`config.mk`:
```
export PLATFORM = sky130hd
export DESIGN_NAME = mfr_regs
export DESIGN_NICKNAME = d
export VERILOG_FILES = /design/src/mfr_pkg.sv /design/src/mfr_regs.sv
export VERILOG_INCLUDE_DIRS = /design/src
export SDC_FILE = /design/constraint.sdc
export NUM_CORES = 1
export LEC_CHECK = 0
export BUFFER_PORTS_ARGS = -buffer_cell sky130_fd_sc_hd__buf_4
export CAP_MARGIN = 20
export CORE_AREA = 2 2 107 109
export CTS_BUF_LIST = sky130_fd_sc_hd__clkbuf_2
export DETAILED_ROUTE_END_ITERATION = 8
export DIE_AREA = 0 0 109 111
export GPL_TIMING_DRIVEN = 1
export PLACE_DENSITY_LB_ADDON = 0.12
export RECOVER_POWER = 25
export SETUP_SLACK_MARGIN = 0.1
export SLEW_MARGIN = 20
export SYNTH_ARGS = -nofsm -noshare
export SYNTH_HDL_FRONTEND = slang
export SYNTH_SLANG_ARGS = --single-unit
```
`constraint.sdc`:
```
create_clock -name clock -period 2.4 [get_ports clock]
set_clock_uncertainty 0.05 [all_clocks]
set_input_delay 0.12 -clock clock [delete_from_list [all_inputs] [get_ports clock]]
set_output_delay 0.12 -clock clock [all_outputs]
set_load 0.005 [all_outputs]
```
`src/mfr_map.svh`:
```
`ifndef MFR_MAP_SVH
`define MFR_MAP_SVH

// Register byte offsets, one aligned 32-bit word each
`define MFR_ADDR_W           12
`define MFR_OFS_FIFO_CTRL    12'h000
`define MFR_OFS_DEPTH_INFO   12'h004
`define MFR_OFS_SOFT_RESET   12'h008
`define MFR_OFS_STA_ADDR_LO  12'h00c

// Threshold control fields
`define MFR_RXLVL_MSB        22
`define MFR_RXLVL_LSB        16
`define MFR_RXLVL_W          7
`define MFR_RXLVL_RST        7'h02
`define MFR_TXCNT_MSB        4
`define MFR_TXCNT_LSB        0
`define MFR_TXCNT_W          5
`define MFR_TXCNT_RST        5'h18

// Depth and configuration info fields
`define MFR_TXTOT_MSB        31
`define MFR_TXTOT_LSB        24
`define MFR_RXTOT_MSB        23
`define MFR_RXTOT_LSB        16
`define MFR_KIND_MSB         15
`define MFR_KIND_LSB         8
`define MFR_SETUP_MSB        7
`define MFR_SETUP_LSB        0
`define MFR_TXTOT_RST        8'h03
`define MFR_RXTOT_RST        8'h03
`define MFR_KIND_RST         8'h01
`define MFR_SETUP_RST        8'h01

// Soft reset and station address fields
`define MFR_SRST_BIT         0
`define MFR_SA0_MSB          15
`define MFR_SA0_LSB          8
`define MFR_SA1_MSB          7
`define MFR_SA1_LSB          0
`define MFR_SA_RST           8'h00

`endif

```
`src/mfr_pkg.sv`:
```
`include "mfr_map.svh"

package mfr_pkg;

   typedef enum logic [2:0] {
      SRST_IDLE = 3'b001,
      SRST_WAIT = 3'b010,
      SRST_FIRE = 3'b100
   } mfr_srst_t;

   typedef struct packed {
      logic [`MFR_RXLVL_W-1:0] rx_lvl;
      logic [`MFR_TXCNT_W-1:0] tx_cnt;
      logic [7:0]              sa0;
      logic [7:0]              sa1;
      mfr_srst_t               srst;
      logic                    mac_rst;
      logic                    rx_trig;
      logic                    tx_go;
      logic [31:0]             rdata;
      logic                    slverr;
   } mfr_state_t;

endpackage : mfr_pkg

```
`src/mfr_regs.sv`:
```
// The implementer's own choices: the address map and the APB register port.
`timescale 1ns/100ps
`include "mfr_map.svh"

// Functional notes
// - Rx flow level in 22-16 triggers flow control
// - Rx flow level resets to two cells
// - Tx start count in 4-0, resets 24
// - Short packet starts once fully buffered
// - Tx FIFO cell total read-only, 31-24
// - Rx FIFO cell total read-only, 23-16
// - Writing one to bit 0 resets MAC
// - Reset waits until both DMAs idle
// - Bit reads one until reset completes
// - Station address bytes 0 and 1, writable
module mfr_regs
   import mfr_pkg::*;
#(
   parameter int unsigned TX_FIFO_CELLS = `MFR_TXTOT_RST,
   parameter int unsigned RX_FIFO_CELLS = `MFR_RXTOT_RST,
   parameter int unsigned ADDR_KIND     = `MFR_KIND_RST,
   parameter int unsigned SETUP_VALUE   = `MFR_SETUP_RST
) (
   input  wire logic                    clock,                 // 100 MHz clock
   input  wire logic                    sys_rst,               // Async reset, high
   input  wire logic                    psel,                  // APB select
   input  wire logic                    penable,               // APB access phase
   input  wire logic                    pwrite,                // APB write
   input  wire logic [`MFR_ADDR_W-1:0]  paddr,                 // APB byte address
   input  wire logic [31:0]             pwdata,                // APB write data
   input  wire logic [3:0]              pstrb,                 // APB byte strobes
   output logic [31:0]                  prdata,                // APB read data
   output logic                         pready,                // APB ready
   output logic                         pslverr,               // APB error
   input  wire logic                    rx_flow_en,            // Rx FIFO flow ctl on
   input  wire logic [7:0]              rx_fifo_used,          // Rx FIFO occupancy
   output logic                         rx_flow_trigger,       // Rx flow request
   input  wire logic [7:0]              tx_pkt_cells,          // Cells of head packet
   input  wire logic                    tx_pkt_whole,          // Head packet complete
   output logic                         tx_start_allow,        // Tx may start
   input  wire logic                    rx_dma_idle,           // Rx DMA idle
   input  wire logic                    tx_dma_idle,           // Tx DMA idle
   output logic                         mac_soft_rst,          // MAC reset pulse
   output logic [`MFR_RXLVL_W-1:0]      rx_flow_trigger_level, // Rx level value
   output logic [`MFR_TXCNT_W-1:0]      tx_start_cell_count,   // Tx count value
   output logic [7:0]                   station_addr_byte_zero,// Address byte 0
   output logic [7:0]                   station_addr_byte_one  // Address byte 1
);

   if (TX_FIFO_CELLS > 255 || RX_FIFO_CELLS > 255 ||
       ADDR_KIND > 255 || SETUP_VALUE > 255) begin : g_chk
      $error("mfr_regs: info fields are limited to 8 bits");
   end

   localparam logic [7:0] TX_TOT = 8'(TX_FIFO_CELLS);
   localparam logic [7:0] RX_TOT = 8'(RX_FIFO_CELLS);
   localparam logic [7:0] KIND   = 8'(ADDR_KIND);
   localparam logic [7:0] SETUP  = 8'(SETUP_VALUE);

   localparam mfr_state_t ST_RST = '{
      rx_lvl:  `MFR_RXLVL_RST,
      tx_cnt:  `MFR_TXCNT_RST,
      sa0:     `MFR_SA_RST,
      sa1:     `MFR_SA_RST,
      srst:    SRST_IDLE,
      mac_rst: 1'b0,
      rx_trig: 1'b0,
      tx_go:   1'b0,
      rdata:   32'h0000_0000,
      slverr:  1'b0
   };

   mfr_state_t st_r;
   mfr_state_t st_nxt;

   logic        setup_ph;
   logic        wr_take;
   logic        hit_fifo;
   logic        hit_info;
   logic        hit_srst;
   logic        hit_sa;
   logic        mapped;
   logic [31:0] wmask;
   logic [31:0] fifo_word;
   logic [31:0] info_word;
   logic [31:0] srst_word;
   logic [31:0] sa_word;
   logic        srst_req;
   logic        dma_quiet;

   // Zero wait state; read data is captured in the setup cycle
   assign pready   = 1'b1;
   assign setup_ph = psel && !penable;
   assign wr_take  = psel && penable && pwrite;

   assign hit_fifo = (paddr == `MFR_OFS_FIFO_CTRL);
   assign hit_info = (paddr == `MFR_OFS_DEPTH_INFO);
   assign hit_srst = (paddr == `MFR_OFS_SOFT_RESET);
   assign hit_sa   = (paddr == `MFR_OFS_STA_ADDR_LO);
   assign mapped   = hit_fifo || hit_info || hit_srst || hit_sa;

   assign dma_quiet = rx_dma_idle && tx_dma_idle;
   assign srst_req  = wr_take && hit_srst && wmask[`MFR_SRST_BIT] &&
                      pwdata[`MFR_SRST_BIT];

   always_comb begin
      for (int i = 0; i < 32; i++) begin
         wmask[i] = pstrb[i / 8];
      end
   end

   // Read words; bits outside the fields stay zero
   always_comb begin
      fifo_word = 32'h0000_0000;
      fifo_word[`MFR_RXLVL_MSB:`MFR_RXLVL_LSB] = st_r.rx_lvl;
      fifo_word[`MFR_TXCNT_MSB:`MFR_TXCNT_LSB] = st_r.tx_cnt;
      info_word = 32'h0000_0000;
      info_word[`MFR_TXTOT_MSB:`MFR_TXTOT_LSB] = TX_TOT;
      info_word[`MFR_RXTOT_MSB:`MFR_RXTOT_LSB] = RX_TOT;
      info_word[`MFR_KIND_MSB:`MFR_KIND_LSB]   = KIND;
      info_word[`MFR_SETUP_MSB:`MFR_SETUP_LSB] = SETUP;
      srst_word = 32'h0000_0000;
      srst_word[`MFR_SRST_BIT] = (st_r.srst != SRST_IDLE);
      sa_word = 32'h0000_0000;
      sa_word[`MFR_SA0_MSB:`MFR_SA0_LSB] = st_r.sa0;
      sa_word[`MFR_SA1_MSB:`MFR_SA1_LSB] = st_r.sa1;
   end

   always_comb begin
      st_nxt = st_r;
      st_nxt.mac_rst = 1'b0;

      // Field writes honour byte strobes; reserved bits are dropped
      if (wr_take && hit_fifo) begin
         for (int b = 0; b < `MFR_RXLVL_W; b++) begin
            if (wmask[`MFR_RXLVL_LSB + b]) begin
               st_nxt.rx_lvl[b] = pwdata[`MFR_RXLVL_LSB + b];
            end
         end
         // No range clamp: the start logic trusts software here
         for (int b = 0; b < `MFR_TXCNT_W; b++) begin
            if (wmask[`MFR_TXCNT_LSB + b]) begin
               st_nxt.tx_cnt[b] = pwdata[`MFR_TXCNT_LSB + b];
            end
         end
      end
      if (wr_take && hit_sa) begin
         if (wmask[`MFR_SA0_LSB]) begin
            st_nxt.sa0 = pwdata[`MFR_SA0_MSB:`MFR_SA0_LSB];
         end
         if (wmask[`MFR_SA1_LSB]) begin
            st_nxt.sa1 = pwdata[`MFR_SA1_MSB:`MFR_SA1_LSB];
         end
      end

      // Reset is held back while any DMA is busy to keep the bus alive
      case (st_r.srst)
         SRST_IDLE: begin
            if (srst_req) begin
               st_nxt.srst = SRST_WAIT;
            end
         end
         SRST_WAIT: begin
            if (dma_quiet) begin
               st_nxt.srst    = SRST_FIRE;
               st_nxt.mac_rst = 1'b1;
            end
         end
         SRST_FIRE: begin
            // A new request in the completion cycle is kept
            if (srst_req) begin
               st_nxt.srst = SRST_WAIT;
            end else begin
               st_nxt.srst = SRST_IDLE;
            end
         end
         default: begin
            st_nxt.srst = SRST_IDLE;
         end
      endcase

      // The MAC reset also returns this bank to its reset values
      if (st_r.mac_rst) begin
         st_nxt.rx_lvl = `MFR_RXLVL_RST;
         st_nxt.tx_cnt = `MFR_TXCNT_RST;
         st_nxt.sa0    = `MFR_SA_RST;
         st_nxt.sa1    = `MFR_SA_RST;
      end

      st_nxt.rx_trig = rx_flow_en &&
                       (rx_fifo_used >= {1'b0, st_r.rx_lvl});
      st_nxt.tx_go   = tx_pkt_whole ||
                       (tx_pkt_cells >= {3'b000, st_r.tx_cnt});

      if (setup_ph) begin
         st_nxt.slverr = !mapped;
         if (pwrite || !mapped) begin
            st_nxt.rdata = 32'h0000_0000;
         end else if (hit_fifo) begin
            st_nxt.rdata = fifo_word;
         end else if (hit_info) begin
            st_nxt.rdata = info_word;
         end else if (hit_srst) begin
            st_nxt.rdata = srst_word;
         end else begin
            st_nxt.rdata = sa_word;
         end
      end
   end

   always_ff @(posedge clock or posedge sys_rst) begin
      if (sys_rst) begin
         st_r <= ST_RST;
      end else begin
         st_r <= st_nxt;
      end
   end

   assign prdata                 = st_r.rdata;
   assign pslverr                = st_r.slverr && psel && penable;
   assign rx_flow_trigger        = st_r.rx_trig;
   assign tx_start_allow         = st_r.tx_go;
   assign mac_soft_rst           = st_r.mac_rst;
   assign rx_flow_trigger_level  = st_r.rx_lvl;
   assign tx_start_cell_count    = st_r.tx_cnt;
   assign station_addr_byte_zero = st_r.sa0;
   assign station_addr_byte_one  = st_r.sa1;

endmodule : mfr_regs

```
==> results of run 1 <==
cell usage in the layout, fill, tap and decap left out, drive strengths merged, types with 2 or more instances in the layout:
master	n
o31ai	14
o21ai	7
ha	12
conb	8
inv	18
nand4b	2
nand2	13
clkinv	5
and3	2
dlygate4sd3	50
a221o	3
nor3	4
dfrtp	55
and2	3
a21oi	13
nor4	2
clkbuf	13
nand3	2
a31oi	4
dfstp	4
or4	5
nand4	11
nor3b	3
a22o	23
mux2i	8
nand2b	12
nor2	10
buf	126
a211o	2
worst max-delay path: stages:
cell           delay, ns
buf_4               0.10
or4_1               0.63
or4_1               0.76
nor3_1              0.22
a211o_1             0.14
dlygate4sd3_1       0.54
kinds of logic (layout without fill, tap and decap cells):
group                      count (synthesis)  in the layout  share of synthesized area [%]
buffers and inverters                     95            213                           18.1
adders and majority gates                 12             12                           4.51
other                                      2              8                          0.225
DFF                                       59             59                           44.5
and+or+nand+nor                           73             73                           13.8
muxes                                      8              8                           2.40
AOI/OAI and AO/OA                         75             75                           16.5
Yosys cell counts (3+ instances only):
library cell | instances | area, µm²
inv_1 | 18 | 67.6
dfstp_2 | 4 | 105
o31ai_1 | 14 | 105
nand2b_1 | 12 | 75.1
a22o_1 | 23 | 201
nand4_1 | 11 | 68.8
ha_1 | 12 | 150
and2_1 | 3 | 18.8
nor3b_1 | 3 | 22.5
nor2_1 | 10 | 37.5
o21ai_0 | 4 | 20.0
mux2i_1 | 8 | 80.1
clkbuf_1 | 12 | 45.0
a21oi_1 | 13 | 65.1
dfrtp_1 | 55 | 1380
a221o_1 | 3 | 30.0
buf_4 | 61 | 458
nand2_1 | 13 | 48.8
o21ai_1 | 3 | 15.0
or4_1 | 3 | 22.5
a31oi_1 | 4 | 25.0
state kept, by name (all words and copies together) (netlist names):
signal and cells:
prdata 24, rx_flow_trigger_level 7, station_addr_byte_zero 8, tx_start_cell_count 5, st_r 4, station_addr_byte_one 8, mac_soft_rst 1, tx_start_allow 1
rx_flow_trigger 1
where the power goes:
group          total [W]  leakage, nW  internal (W)  switching [W]
clock           0.000503       0.0612      0.000132       0.000371
combinational   0.000231         1.42      0.000130       0.000101
sequential       0.00100        0.770      0.000999     0.00000176
total            0.00173         2.25       0.00126       0.000474
metal layers:
metal / track usage, % / up-vias / part of all wire [%] / wire [µm]
li1: - / 1332 / - / -
met1: 19.4 / 1390 / 44 / 3880
met2: 26.4 / 77 / 50 / 4430
met3: 4.41 / 6 / 5.5 / 491
met4: 3.59 / 0 / 0.88 / 78
met5: 0 / - / 0 / 0
final cells by class:
type	count	area [µm²]	share of cell area (%)
Tap cell	143	179	3.94
Clock buffer	10	50.0	1.10
Inverter	18	67.6	1.49
Sequential cell	59	1480	32.6
Timing Repair Buffer	179	1460	32.2
Clock inverter	6	32.5	0.716
Multi-Input combinational cell	176	1270	28.0
per-stage QoR:
stage / cells / utilization [%]
finish: 591 / 41.0
global route: 591 / 41.0
CTS: 590 / 41.0
detailed placement: 524 / 35.7
global placement: 524 / 35.7
floorplan: 330 / -
repair_timing:
action | 4_1_cts | 5_1_grt
setup buffers | 0 | 1
hold buffers | 50 | 0
endpoints found under the hold margin | 64 | 0
resized for setup | 0 | 0
endpoints found under the setup margin | 0 | 1
worst paths after layout:
| path | start | endpoint | slack (ns) |
|---|---|---|---|
| min in group asynchronous | sys_rst | prdata[10] | 0.38 |
| worst max-delay path | paddr[7] | rx_flow_trigger_level[1] | 0.23 |
| worst max register to register | tx_start_cell_count[4] | tx_start_allow | 0.23 |
| max in group asynchronous | sys_rst | rx_flow_trigger_level[0] | 0.72 |
| worst min-delay path | paddr[8] | st_r[0] | 0.10 |
| worst min register to register | st_r[0] | st_r[0] | 0.45 |
==> flow_summary.json, run 1 <==
{
  "setup-tns-final_ns": 0,
  "cts_tree": "done",
  "synth_enable_flop_cells": 0,
  "cts.sink_count": 59,
  "postSynthRegisterBits": 59,
  "die_height_um": 111,
  "worst_slack_ns": 0.232,
  "antenna_left": 0,
  "slew_violations": 0,
  "setup-violations-final": 0,
  "rsz_0062_raised_after_global_routing": "false",
  "synthesized_area_per_cell_um2": 10.3,
  "finalCriticalPeriod_ns": 2.17,
  "synthFlopType": "dfrtp_1",
  "grt_pass1_vias": 2846,
  "crit_path_end_kind": "register",
  "cap_violations": 0,
  "grt_start_max_net_pins": 27,
  "dpl.hpwl_um": 6600,
  "fillCellCount": 1120,
  "globalRoute.totalOverflow": 0,
  "total_leakage_power_nw": 2.25,
  "antenna_violations_before_repair": 0,
  "total_chip_power_w": 0.00173,
  "num_rows": 39,
  "critPathKind": "input pin to register",
  "detail_route.wl_per_cell_um": 15.0,
  "worst_ir_drop_vdd_uv": 127,
  "synthToLayoutAreaGrowth_pct": 36.4,
  "placed_area_um2": 3960,
  "grtUsageTotal_pct": 15.6,
  "vias_per_inst": 4.75,
  "timing.critical_path.fanout_max": 12,
  "holdWs_ns": 0.101,
  "postSynth.asyncResetShare_pct": 100,
  "start_util_pct": 30.1,
  "synth_seq_area_share_pct": 44.5,
  "worst-endpoint-required_ns": 2.75,
  "worst-slew-pin-transition_ns": 1.03,
  "clock-root-buffer": "clkbuf_2",
  "postSynthCellCount": 324,
  "timing.max_slew.rel_slack_pct": 31.0,
  "ys_types": 47,
  "dp_slack_ns": 0.166,
  "synth.cell_area_um2": 3330,
  "crit_arrival_ns": 2.52,
  "clockBufferDepth": 2,
  "design.core.area_um2": 11100,
  "rr_worst_depth": 6,
  "grt_first_pass_wirelength_um": 14600,
  "drt_wl_total_um": 8880,
  "num_antenna_cells": 0,
  "final_net_count": 528,
  "dieArea_um2": 12100,
  "clkTransAtPathRegs_ns": 0.17,
  "p_per_area_nw_per_um2": 382,
  "fmaxAchievable_mhz": 461,
  "place_congestion": 0.763,
  "stdcell_area_um2": 4540,
  "dr.first_iter.drc_count": 110,
  "die_width_um": 109,
  "route.detailed.drc": 0,
  "number_of_ports_placed_on_the_die_boundary": 138,
  "detail_route.first_pass.iterations": 5,
  "cts_made_buffers": 9,
  "ctsHtreeMaxLevel": 3,
  "worstHoldPathCells": 4,
  "run_status": "completed",
  "yosys_warnings": 0,
  "timing.hold.worst.class": "input pin to register",
  "hold_viol_final": 0,
  "final_clock_period_utilization_by_the_worst_path_pct": 90.3,
  "number_of_port_buffers": 119,
  "start_kind": "input pin",
  "fraction_of_final_layout_cells_sized_beyond_drive_strength_1_pct": 34.6,
  "route.vias.total": 2805,
  "clk_latency_ns": 0.47
}
Power figures use the tool's default switching activity.
==> inputs of run 2 (changes only) <==
==> constraint.sdc (replaced) <==
create_clock -name clock -period 2.4 [get_ports clock]
set_clock_uncertainty 0.05 [all_clocks]
set_input_delay 0.24 -clock clock [delete_from_list [all_inputs] [get_ports clock]]
set_output_delay 0.24 -clock clock [all_outputs]
set_load 0.005 [all_outputs]
==> run 2 against run 1 <==
The flow now finishes with violations (capacitance limit, slew limit). Register-to-register slack got worse by 0.02 ns. Combinational power decreased by 4%. Clock-buffer cell count is the same. Sequential share of layout area rose by 0.32 points. Final cell count down 0.68%. Wire length down 2.5%. Clock power is essentially flat. Sequential power about the same. Flip-flop and latch count stayed put. Largest cell class unchanged.
==> flow_summary.json, run 2 (synthesized netlist as in run 1, its figures left out) <==
{
  "fraction_of_final_layout_cells_sized_beyond_drive_strength_1_pct": 35.4,
  "worst_ir_drop_vdd_uv": 151,
  "cts_tree": "done",
  "post_cts_resize_count": 0,
  "timing.hold.worst.class": "input pin to register",
  "critical-path-top-delay-family": "buffers and inverters",
  "globalRoute.totalOverflow": 0,
  "dr.first_iter.drc_count": 88,
  "setup-violations-final": 0,
  "drt_wl_total_um": 8660,
  "violations": "capacitance limit, slew limit",
  "dpl.hpwl_um": 6300,
  "clk_latency_ns": 0.48,
  "route.detailed.drc": 0,
  "critical_path.cell_chain": "inv_1, ha_1, or4_1, a211oi_1, dlygate4sd3_1, o21ai_0",
  "ctsHtreeMaxLevel": 3,
  "timing.critical_path.fanout_max": 4,
  "crit_path_end_kind": "register",
  "antenna_left": 0,
  "slew_violations": 60,
  "timing.max_slew.rel_slack_pct": -2.60,
  "start_util_pct": 30.1,
  "clkTransAtPathRegs_ns": 0.16,
  "die_height_um": 111,
  "rsz_0062_raised_after_global_routing": "false",
  "run_status": "finished, violations left",
  "total_leakage_power_nw": 2.24,
  "critical-path-slowest-cell": "dfstp_2",
  "fmaxAchievable_mhz": 457,
  "vias_per_inst": 4.65,
  "num_rows": 39,
  "synthToLayoutAreaGrowth_pct": 35.1,
  "clock-root-buffer": "clkbuf_2",
  "route.vias.total": 2731,
  "dieArea_um2": 12100,
  "final_clock_period_utilization_by_the_worst_path_pct": 91.1,
  "grtUsageTotal_pct": 15.0,
  "grt_start_max_net_pins": 60,
  "worst-slew-pin-transition_ns": 1.54,
  "place_congestion": 0.757,
  "cts_made_buffers": 9,
  "cpPeakStageDelay_ns": 0.59,
  "number_of_port_buffers": 119,
  "layout.cells.most_common_list": "buf_4 (129), dfrtp_1 (55), dlygate4sd3_1 (43)",
  "crit_buf_inv": 2,
  "critPathKind": "register to register",
  "setup-tns-final_ns": 0,
  "worst-endpoint-required_ns": 2.70,
  "design.core.area_um2": 11100,
  "detail_route.first_pass.iterations": 5,
  "grt_pass1_vias": 2699,
  "start_kind": "register",
  "clockBufferDepth": 2,
  "utilization_of_the_core_after_routing_pct": 40.6,
  "cap_violations": 1,
  "grt_first_pass_wirelength_um": 13900,
  "die_width_um": 109,
  "antenna_violations_before_repair": 0,
  "finalCriticalPeriod_ns": 2.19,
  "cts.sink_count": 59,
  "detail_route.wl_per_cell_um": 14.7,
  "final_net_count": 524,
  "num_antenna_cells": 0,
  "final_common_cell": "buf_4",
  "p_per_area_nw_per_um2": 384,
  "hold_viol_final": 0,
  "number_of_ports_placed_on_the_die_boundary": 138,
  "largest_register_ff_count": 24,
  "crit_arrival_ns": 2.49
}
-- run 2: cell count changes in the layout (fill, tap and decap cells not counted), sizes merged --
cell / delta
buf: +3
clkinv: -1
dlygate4sd3: -7
clkinvlp: +1
-- run 2: metrics by stage --
| stage | power, W | hold slack, ns | setup WS, ns | cell area (µm²) | std cells |
|---|---|---|---|---|---|
| after floorplan | 0.00110 | 0.306 | 0.345 | 3350 | 330 |
| after global routing | 0.00184 | 0.0519 | 0.108 | 4500 | 587 |
| after global placement | 0.00120 | 0.408 | 0.164 | 3970 | 526 |
| final | 0.00173 | 0.106 | 0.213 | 4500 | 587 |
| after CTS | 0.00177 | 0.0393 | 0.217 | 4490 | 585 |
| after detailed placement | 0.00120 | 0.408 | 0.131 | 3970 | 526 |
-- run 2: worst reg2reg max path: stages, from the launching register on --
cell,delay [ns]
dfstp_2,0.59
inv_1,0.05
ha_1,0.16
or4_1,0.40
a211oi_1,0.18
dlygate4sd3_1,0.58
o21ai_0,0.08
-- run 2: layout make-up --
cell class	count	area, µm²
Multi-Input combinational cell	176	1270
Sequential cell	59	1480
Clock inverter	6	32.5
Clock buffer	10	50.0
Timing Repair Buffer	175	1420
Inverter	18	67.6
Tap cell	143	179
Fill cell	1116	6580
-- run 2: path summary, 6_finish.rpt --
| kind | startpoint | end | slack, ns | cells after the start |
|---|---|---|---|---|
| worst max-delay path | tx_start_cell_count[4] | tx_start_allow | 0.21 | 6 |
| worst min-delay path | pwrite | prdata[0] | 0.11 | 3 |
| worst max register to register | tx_start_cell_count[4] | tx_start_allow | 0.21 | 6 |
| worst min register to register | st_r[0] | st_r[0] | 0.46 | 2 |
| max in group asynchronous | sys_rst | rx_flow_trigger_level[0] | 0.60 | 4 |
| min in group asynchronous | sys_rst | station_addr_byte_zero[7] | 0.73 | 4 |
-- run 2: per-layer routing --
layer	global-route usage, %	routed length, µm
met1	19.2	3830
met2	24.5	4220
met3	3.47	456
met4	5.21	148
met5	0	0
-- run 2: timing repair --
action	CTS	global route
hold buffers	43	0
endpoints found under the hold margin	91	0
buffers inserted	0	2
endpoints found under the setup margin	0	1
-- run 2: where the power goes --
group / leakage, nW / total [W] / switching (W) / internal [W]
clock network: 0.0528 / 0.000504 / 0.000374 / 0.000130
registers: 0.770 / 0.00100 / 0.00000184 / 0.000999
logic: 1.41 / 0.000221 / 0.0000987 / 0.000122
total: 2.24 / 0.00173 / 0.000474 / 0.00125
